==> config.mk <==
export PLATFORM = sky130hd
export DESIGN_NAME = plsv_status
export DESIGN_NICKNAME = d
export VERILOG_FILES = /design/src/hdl/plsv_pkg.sv /design/src/hdl/plsv_status.sv
export SDC_FILE = /design/constraint.sdc
export NUM_CORES = 1
export LEC_CHECK = 0
export BUFFER_PORTS_ARGS = -buffer_cell sky130_fd_sc_hd__buf_2
export CELL_PAD_IN_SITES_DETAIL_PLACEMENT = 0
export CELL_PAD_IN_SITES_GLOBAL_PLACEMENT = 1
export CORE_MARGIN = 2
export CORE_UTILIZATION = 23
export CTS_BUF_LIST = sky130_fd_sc_hd__clkbuf_2
export CTS_CLUSTER_SIZE = 14
export DETAILED_ROUTE_END_ITERATION = 12
export GPL_TIMING_DRIVEN = 0
export PLACE_DENSITY = 0.91
export SLEW_MARGIN = 20
export SYNTH_ARGS = -nofsm -noshare
export SYNTH_HDL_FRONTEND = slang
export SYNTH_SLANG_ARGS = --single-unit
==> constraint.sdc <==
create_clock -name sys_clk_i -period 1.2 [get_ports sys_clk_i]
set_input_delay 0.3 -clock sys_clk_i [delete_from_list [all_inputs] [get_ports sys_clk_i]]
set_output_delay 0.3 -clock sys_clk_i [all_outputs]
set_load 0.02 [all_outputs]
==> src/hdl/plsv_pkg.sv <==
// Purpose: constants and types for the link status vector block
// Assumes: status word bits [15:7] only; lower bits live elsewhere
// Notes:   field positions refer to the advertisement and partner ability words
package plsv_pkg;

  // operating mode, one-hot
  typedef enum logic [2:0] {
    PLSV_MODE_BASEX     = 3'b001,
    PLSV_MODE_SGMII_MAC = 3'b010,
    PLSV_MODE_SGMII_PHY = 3'b100
  } plsv_mode_t;

  // positions inside the advertisement / link-partner ability words
  localparam int unsigned PLSV_AB_LINK       = 15;
  localparam int unsigned PLSV_AB_RF_HI      = 13;
  localparam int unsigned PLSV_AB_RF_LO      = 12;
  localparam int unsigned PLSV_AB_SGMII_DPX  = 12;
  localparam int unsigned PLSV_AB_SPD_HI     = 11;
  localparam int unsigned PLSV_AB_SPD_LO     = 10;
  localparam int unsigned PLSV_AB_PAUSE_HI   = 8;
  localparam int unsigned PLSV_AB_PAUSE_LO   = 7;
  localparam int unsigned PLSV_AB_BASEX_DPX  = 5;

  // positions inside the status word
  localparam int unsigned PLSV_SV_LSB        = 7;
  localparam int unsigned PLSV_SV_MSB        = 15;
  localparam int unsigned PLSV_SV_LINK       = 7;
  localparam int unsigned PLSV_SV_RFT_LO     = 8;
  localparam int unsigned PLSV_SV_RFT_HI     = 9;
  localparam int unsigned PLSV_SV_SPD_LO     = 10;
  localparam int unsigned PLSV_SV_SPD_HI     = 11;
  localparam int unsigned PLSV_SV_DPX        = 12;
  localparam int unsigned PLSV_SV_RF         = 13;
  localparam int unsigned PLSV_SV_PAUSE_LO   = 14;
  localparam int unsigned PLSV_SV_PAUSE_HI   = 15;

  // fixed codes
  localparam logic [1:0] PLSV_SPEED_1000     = 2'h2;
  localparam logic [1:0] PLSV_RFT_NONE       = 2'h0;
  localparam logic [1:0] PLSV_RFT_LINK_FAIL  = 2'h2;

  // values after reset
  localparam logic [8:0] PLSV_SV_RST         = 9'h000;
  localparam logic       PLSV_RF_RST         = 1'b0;

endpackage

==> src/hdl/plsv_status.sv <==
// Purpose: builds status word bits [15:7] from negotiation results and mode
// Assumes: all inputs come from logic on sys_clk_i (core reference clock)
// Notes:   reset acts without the clock, as the whole core resets that way
// Notes on behaviour
// in SGMII, bit 7 shows whether the far PHY has link
// link bit from partner word bit 15 (MAC) or advert bit 15 (PHY)
// in 1000BASE-X, bit 7 stays low and should be ignored
// bits 9:8 carry fault type; 1000BASE-X copies partner bits 13:12
// SGMII PHY side gives 00; MAC side gives 10 when partner link bit low
// bits 11:10 give speed; 1000BASE-X fixes them at 10
// SGMII speed from partner 11:10 (MAC) or advert 11:10 (PHY)
// bit 12 duplex: partner bit 5 (1000BASE-X), 5.12 MAC, 4.12 PHY
// bit 13 flags remote fault, mirroring status register bit 1.4; SGMII PHY side holds it low
// fault bit holds until management reads status register 1
// bits 15:14 copy partner bits 8:7, pause capability, in 1000BASE-X; SGMII gives 00
// status outputs are synchronous to the core reference clock
// active-high reset clears the block asynchronously
// a fault arriving with the clearing read keeps the bit set
`timescale 1ns/1ps
module plsv_status (
  input  wire logic       sys_clk_i,
  input  wire logic       reset_i,
  input  wire logic       sgmii_mode_i,
  input  wire logic       phy_side_i,
  input  wire logic [15:0] adv_ability_i,
  input  wire logic [15:0] lp_ability_i,
  input  wire logic       rf_detect_i,
  input  wire logic       status_reg1_read_i,
  output logic      [8:0] status_vector_o,
  output logic            remote_fault_o
);
  import plsv_pkg::*;

  plsv_mode_t  mode;
  logic [15:0] sgmii_src;
  logic [8:0]  nxt_sv;
  logic [8:0]  sv_ff;
  logic        nxt_rf;
  logic        rf_ff;

  always_comb begin
    if (!sgmii_mode_i) begin
      mode = PLSV_MODE_BASEX;
    end else if (phy_side_i) begin
      mode = PLSV_MODE_SGMII_PHY;
    end else begin
      mode = PLSV_MODE_SGMII_MAC;
    end
  end

  // sgmii fields come from our own advert on the PHY side
  assign sgmii_src = (mode == PLSV_MODE_SGMII_PHY) ? adv_ability_i : lp_ability_i;

  // set beats clear so a fault in the read cycle survives
  always_comb begin
    nxt_rf = rf_ff;
    if (status_reg1_read_i) begin
      nxt_rf = 1'b0;
    end
    if (rf_detect_i) begin
      nxt_rf = 1'b1;
    end
  end

  always_comb begin
    nxt_sv = PLSV_SV_RST;
    unique case (mode)
      PLSV_MODE_BASEX: begin
        nxt_sv[PLSV_SV_LINK-PLSV_SV_LSB] = 1'b0;
        nxt_sv[PLSV_SV_RFT_HI-PLSV_SV_LSB -: 2] =
          lp_ability_i[PLSV_AB_RF_HI -: 2];
        nxt_sv[PLSV_SV_SPD_HI-PLSV_SV_LSB -: 2] = PLSV_SPEED_1000;
        nxt_sv[PLSV_SV_DPX-PLSV_SV_LSB] = lp_ability_i[PLSV_AB_BASEX_DPX];
        nxt_sv[PLSV_SV_RF-PLSV_SV_LSB] = nxt_rf;
        nxt_sv[PLSV_SV_PAUSE_HI-PLSV_SV_LSB -: 2] =
          lp_ability_i[PLSV_AB_PAUSE_HI -: 2];
      end
      PLSV_MODE_SGMII_MAC: begin
        nxt_sv[PLSV_SV_LINK-PLSV_SV_LSB] = sgmii_src[PLSV_AB_LINK];
        nxt_sv[PLSV_SV_RFT_HI-PLSV_SV_LSB -: 2] =
          sgmii_src[PLSV_AB_LINK] ? PLSV_RFT_NONE : PLSV_RFT_LINK_FAIL;
        nxt_sv[PLSV_SV_SPD_HI-PLSV_SV_LSB -: 2] = sgmii_src[PLSV_AB_SPD_HI -: 2];
        nxt_sv[PLSV_SV_DPX-PLSV_SV_LSB] = sgmii_src[PLSV_AB_SGMII_DPX];
        nxt_sv[PLSV_SV_RF-PLSV_SV_LSB] = nxt_rf;
      end
      PLSV_MODE_SGMII_PHY: begin
        nxt_sv[PLSV_SV_LINK-PLSV_SV_LSB] = sgmii_src[PLSV_AB_LINK];
        nxt_sv[PLSV_SV_RFT_HI-PLSV_SV_LSB -: 2] = PLSV_RFT_NONE;
        nxt_sv[PLSV_SV_SPD_HI-PLSV_SV_LSB -: 2] = sgmii_src[PLSV_AB_SPD_HI -: 2];
        nxt_sv[PLSV_SV_DPX-PLSV_SV_LSB] = sgmii_src[PLSV_AB_SGMII_DPX];
        // fault bit has no meaning here, shown low to avoid stale flags
      end
    endcase
  end

  always_ff @(posedge sys_clk_i or posedge reset_i) begin
    if (reset_i) begin
      sv_ff <= PLSV_SV_RST;
      rf_ff <= PLSV_RF_RST;
    end else begin
      sv_ff <= nxt_sv;
      rf_ff <= nxt_rf;
    end
  end

  assign status_vector_o = sv_ff;
  assign remote_fault_o  = rf_ff;

endmodule

==> flow_metrics.tcl, run 1 <==
set metrics [dict create \
    setup_tns_ns 0 \
    drc 0 \
    vias 296 \
    ctsResizeCount 0 \
    drt-initial-drc-count 0 \
    placed_cell_area_um2 549 \
    portBuffers 25 \
    ys_seq_area_frac 0.621 \
    dr_wl_met2_um 331 \
    met3_length_um 93 \
    hold_buffers 0 \
    cts_tree "built" \
    initial_core_util 0.239 \
    layout-drive-gt1-share 0.569 \
    rsz0062_at_grt "no" \
    grt.overflow.total 0 \
    design_area_um2 564 \
    numCtsBuffers 3 \
    slew_viol_final 0 \
    routedLengthMet1_um 330 \
    syn-num-nets 68 \
    crit_chain "buf_2" \
    syn_inst 30 \
    crit_path_end_kind "output port" \
    cts_max_level 1 \
    track_usage 0.0841 \
    antenna_found_initial 0 \
    grt_max_degree 11 \
    finalSetupViolations 0 \
    avgSynthCellArea_um2 13.4 \
    clk_pin_slew_ns 0.09 \
    worst_ep_arrival_time_ns 0.77 \
    synth-seq-cells 10 \
    cts_setup_buffers 0 \
    root_buffer "clkbuf_2" \
    outcome "finished clean" \
    yosysUniqueCellTypes 12 \
    finalHoldViolations 0 \
    worst_slew_pin_slew_ns 0.367 \
    period_share 0.895 \
    first_pass_iters 1 \
    pin_count 48 \
    required_ns 0.90 \
    grt_pass1_wl_um 1150 \
    yosys_warnings 0 \
    wl_per_cell_um 10.1 \
    max_freq_mhz 932 \
    clkLatencyLatePin_ns 0.24 \
    nNetsFinal 98 \
    netlist_area_um2 403 \
    critical-path-slowest-cell "dfrtp_1" \
    cts_sinks 10 \
    via_per_inst 3.95 \
    grt_pass1_vias 263 \
    cp.buffers_inverters 1 \
    dieWidth_um 45.9 \
    cp_max_fo 2 \
    start_kind "flop" \
    fin_util 0.334 \
    wl_um 754 \
    area_growth_pct 40.1 \
    diodes 0 \
    max-clock-path-buffers 2 \
    rows 15 \
    min_period_ns 1.07 \
    die-area_um2 2100 \
    max_slew_margin 0.755 \
    top_layer "met3" \
    fp.dieH_um 45.9 \
    ant_nets 0 \
    core_area_um2 1690 \
    skew_ns 0.0000399 \
    worst-setup-path-type "reg2out" \
    leakagePower_nw 0.310 \
    max_stage_delay_ns 0.38 \
    max_cap_viol_count 0 \
    ir_drop_mv 0.353 \
    place_congestion 0.624 \
    crit_family "flip-flops" \
    hold_class "in2async" \
    power.density_nw_per_um2 1170 \
]
==> kinds of logic after synthesis <==
logic type / synth area share
compound gates: 0.0342
flops: 0.621
mux: 0.137
simple gates: 0.143
buf+inv: 0.0652
==> area by class of cell <==
type,count,area (µm²)
fill,187,1120
multi-input combinational,17,126
clock buffer,3,15.0
tap,17,21.3
sequential,10,250
buffer,2,22.5
timing repair buffer,25,125
inverter,1,3.75
==> per-stage QoR <==
stage	instances	total power [mW]	setup slack, ns	hold slack, ns
floorplan	30	0.449	0.230	0.140
global placement	72	0.499	0.335	0.278
detailed placement	72	0.502	0.321	0.290
CTS	75	0.676	0.107	0.0112
global route	75	0.706	0.0861	0.0304
finish	75	0.662	0.127	0.0140
==> cell usage after synthesis <==
master     instances  share of area
a21oi_1            1          0.012
a2bb2oi_1          1          0.022
buf_6              2          0.056
dfrtp_1           10           0.62
inv_1              1         0.0093
mux2_4             1          0.037
mux2i_1            4          0.099
nand2_1            1         0.0093
nor2_1             1         0.0093
nor2_2             1          0.016
nor2b_1            6          0.093
or2_2              1          0.016
==> where the power goes <==
group	total [mW]	internal, mW	switching [mW]
sequential	0.363	0.358	0.00497
combinational	0.130	0.0607	0.0690
clock	0.169	0.0682	0.101
total	0.662	0.487	0.175
==> state kept, by name, indices dropped and copies added, names as in the netlist <==
| signal | flops |
|---|---|
| status_vector_o | 9 |
| remote_fault_o | 1 |
==> path summary, 6_finish.rpt <==
kind / slack, ns / start / endpoint / depth (start not counted)
worst max-delay path: 0.13 / remote_fault_o / remote_fault_o / 1
worst min-delay path: 0.01 / reset_i / status_vector_o[6] / 2
worst max register to register: 0.31 / remote_fault_o / remote_fault_o / 2
worst min register to register: 0.67 / remote_fault_o / remote_fault_o / 2
max in group asynchronous: 0.92 / reset_i / status_vector_o[4] / 2
min in group sys_clk_i: 0.25 / sgmii_mode_i / status_vector_o[1] / 2
==> placed cells by master, fill, tap and decap left out <==
cell type	instances
or2_2	1
buf_2	25
a21oi_1	1
nand2_1	1
nor2b_1	6
nor2_1	1
clkbuf_2	3
inv_1	1
a2bb2oi_1	1
buf_6	2
dfrtp_1	10
mux2i_1	4
nor2_2	1
mux2_4	1
==> metal layers <==
metal	GRT usage	up-vias
li1	-	152
met1	0.101	123
met2	0.114	21
met3	0.0357	0
met4	0.0686	0
met5	0	-
(Power assumes the default switching activity.)
==> run 2, diff against run 1 <==
--- a/config.mk
+++ b/config.mk
@@ -15,6 +15,7 @@
 export DETAILED_ROUTE_END_ITERATION = 12
 export GPL_TIMING_DRIVEN = 0
 export PLACE_DENSITY = 0.91
+export RECOVER_POWER = 100
 export SLEW_MARGIN = 20
 export SYNTH_ARGS = -nofsm -noshare
 export SYNTH_HDL_FRONTEND = slang
==> run 2 against run 1 <==
Maximum frequency rose by 0.15%. Sequential cell count did not move. Highest routed layer unchanged. Wire length rose by 1.7%. First-iteration DRC count rose by 1. Combinational power fell by 5%. Largest cell class unchanged. Sequential share of layout area rose by 0.90 points.
==> flow_metrics.tcl, run 2 (synthesized netlist as in run 1, its figures left out) <==
set metrics [dict create \
    cts_sinks 10 \
    diodes 0 \
    grtUsageMet2 0.114 \
    min_period_ns 1.07 \
    grt_use_met3 0.0357 \
    worst_ep_arrival_time_ns 0.77 \
    grt_pass1_vias 263 \
    pwr-share-seq 0.554 \
    clk_pin_slew_ns 0.09 \
    setup_tns_ns 0 \
    worst_slew_pin_slew_ns 0.399 \
    combPwrFrac 0.189 \
    wl_um 767 \
    largest_register_ffs 9 \
    power.density_nw_per_um2 1190 \
    drc 0 \
    ff2ff_path_depth 2 \
    placed_cell_area_um2 549 \
    root_buffer "clkbuf_2" \
    crit_chain "clkbuf_2" \
    hold_buffers 0 \
    outcome "finished clean" \
    grt.overflow.total 0 \
    cts_setup_buffers 0 \
    numCtsBuffers 3 \
    swShare 0.267 \
    crit_path_end_kind "output port" \
    final_cell_mix "buf_2 (15), clkbuf_2 (13), dfrtp_1 (10), nor2b_1 (6), mux2i_1 (4)" \
    pre_cts_ws_ns 0.321 \
    grt_pass1_wl_um 1150 \
    finalHoldViolations 0 \
    drt-initial-drc-count 1 \
    initial_core_util 0.239 \
    max-clock-path-buffers 2 \
    slew_viol_final 0 \
    first_pass_iters 2 \
    p_total_uw 657 \
    rrSetupSlack_ns 0.30 \
    cts_tree "built" \
    r2r-start "remote_fault_o" \
    grt_max_degree 11 \
    period_share 0.893 \
    top_usage_layer "met2" \
    switching_power_uw 176 \
    ctsResizeCount 0 \
    nNetsFinal 98 \
    antenna_found_initial 0 \
    max_freq_mhz 933 \
    dieWidth_um 45.9 \
    design_area_um2 553 \
    layout-drive-gt1-share 0.534 \
    pin_count 48 \
    wl_per_cell_um 10.2 \
    max_slew_margin 0.734 \
    die-area_um2 2100 \
    crit_family "flip-flops" \
    max_cap_viol_count 0 \
    required_ns 0.90 \
    vias 298 \
    clkLatencyLatePin_ns 0.24 \
    core_area_um2 1690 \
    leakagePower_nw 0.302 \
    use_met1 0.101 \
    internal_power_uw 482 \
    seq_area_um2 250 \
    critical-path-slowest-cell "dfrtp_1" \
    start_kind "flop" \
    worst-setup-path-type "reg2out" \
    area_growth_pct 37.3 \
    final_common_cell "buf_2" \
    place_congestion 0.624 \
    hold_class "in2async" \
    cp_max_fo 2 \
    portBuffers 25 \
    fp.dieH_um 45.9 \
    fin_ws_ns 0.128 \
    finalSetupViolations 0 \
    r2r_end "remote_fault_o" \
    fin_util 0.327 \
    ant_nets 0 \
    cts_max_level 1 \
    max_stage_delay_ns 0.38 \
    p_clk_frac 0.257 \
    track_usage 0.0841 \
    rows 15 \
    cp.buffers_inverters 1 \
    skew_ns 0.0000389 \
    via_per_inst 3.97 \
    n_fill_cell 189 \
    ir_drop_mv 0.340 \
    rsz0062_at_grt "no" \
    multi_input_area_um2 123 \
]
==> run 2: worst max path at each step <==
stage,startpoint,cells after the start,to
after floorplan,remote_fault_o,2,remote_fault_o
after global placement,remote_fault_o,2,remote_fault_o
after detailed placement,remote_fault_o,2,remote_fault_o
after CTS,remote_fault_o,1,remote_fault_o
after global routing,status_vector_o[7],1,status_vector_o[7]
final,remote_fault_o,1,remote_fault_o
==> run 2: final cells by class <==
| type | count | share of cell area |
|---|---|---|
| Buffer | 2 | 0.0271 |
| Clock buffer | 3 | 0.0271 |
| Inverter | 1 | 0.00679 |
| Multi-Input combinational cell | 17 | 0.222 |
| Sequential cell | 10 | 0.452 |
| Tap cell | 17 | 0.0385 |
| Timing Repair Buffer | 25 | 0.226 |
==> run 2: metal layers <==
layer / routed length [µm] / up-vias
met1: 339 / 125
met5: 0 / -
met4: 0 / 0
li1: - / 152
met2: 332 / 21
met3: 95 / 0
==> run 2: through the flow <==
| stage | std cells | hold slack [ns] |
|---|---|---|
| 2_1_floorplan | 30 | 0.140 |
| 3_3_place_gp | 72 | 0.278 |
| 3_5_place_dp | 72 | 0.290 |
| 4_1_cts | 75 | 0.0112 |
| 5_1_grt | 75 | 0.0304 |
| 6_report | 75 | 0.0141 |
==> run 2: power by group through the flow <==
| stage | Combinational, mW | Clock [mW] | Sequential, mW |
|---|---|---|---|
| floorplan | 0.0478 | 0 | 0.401 |
| global placement | 0.130 | 0 | 0.369 |
| detailed placement | 0.132 | 0 | 0.371 |
| CTS | 0.132 | 0.181 | 0.364 |
| global route | 0.138 | 0.197 | 0.366 |
| finish | 0.124 | 0.169 | 0.364 |
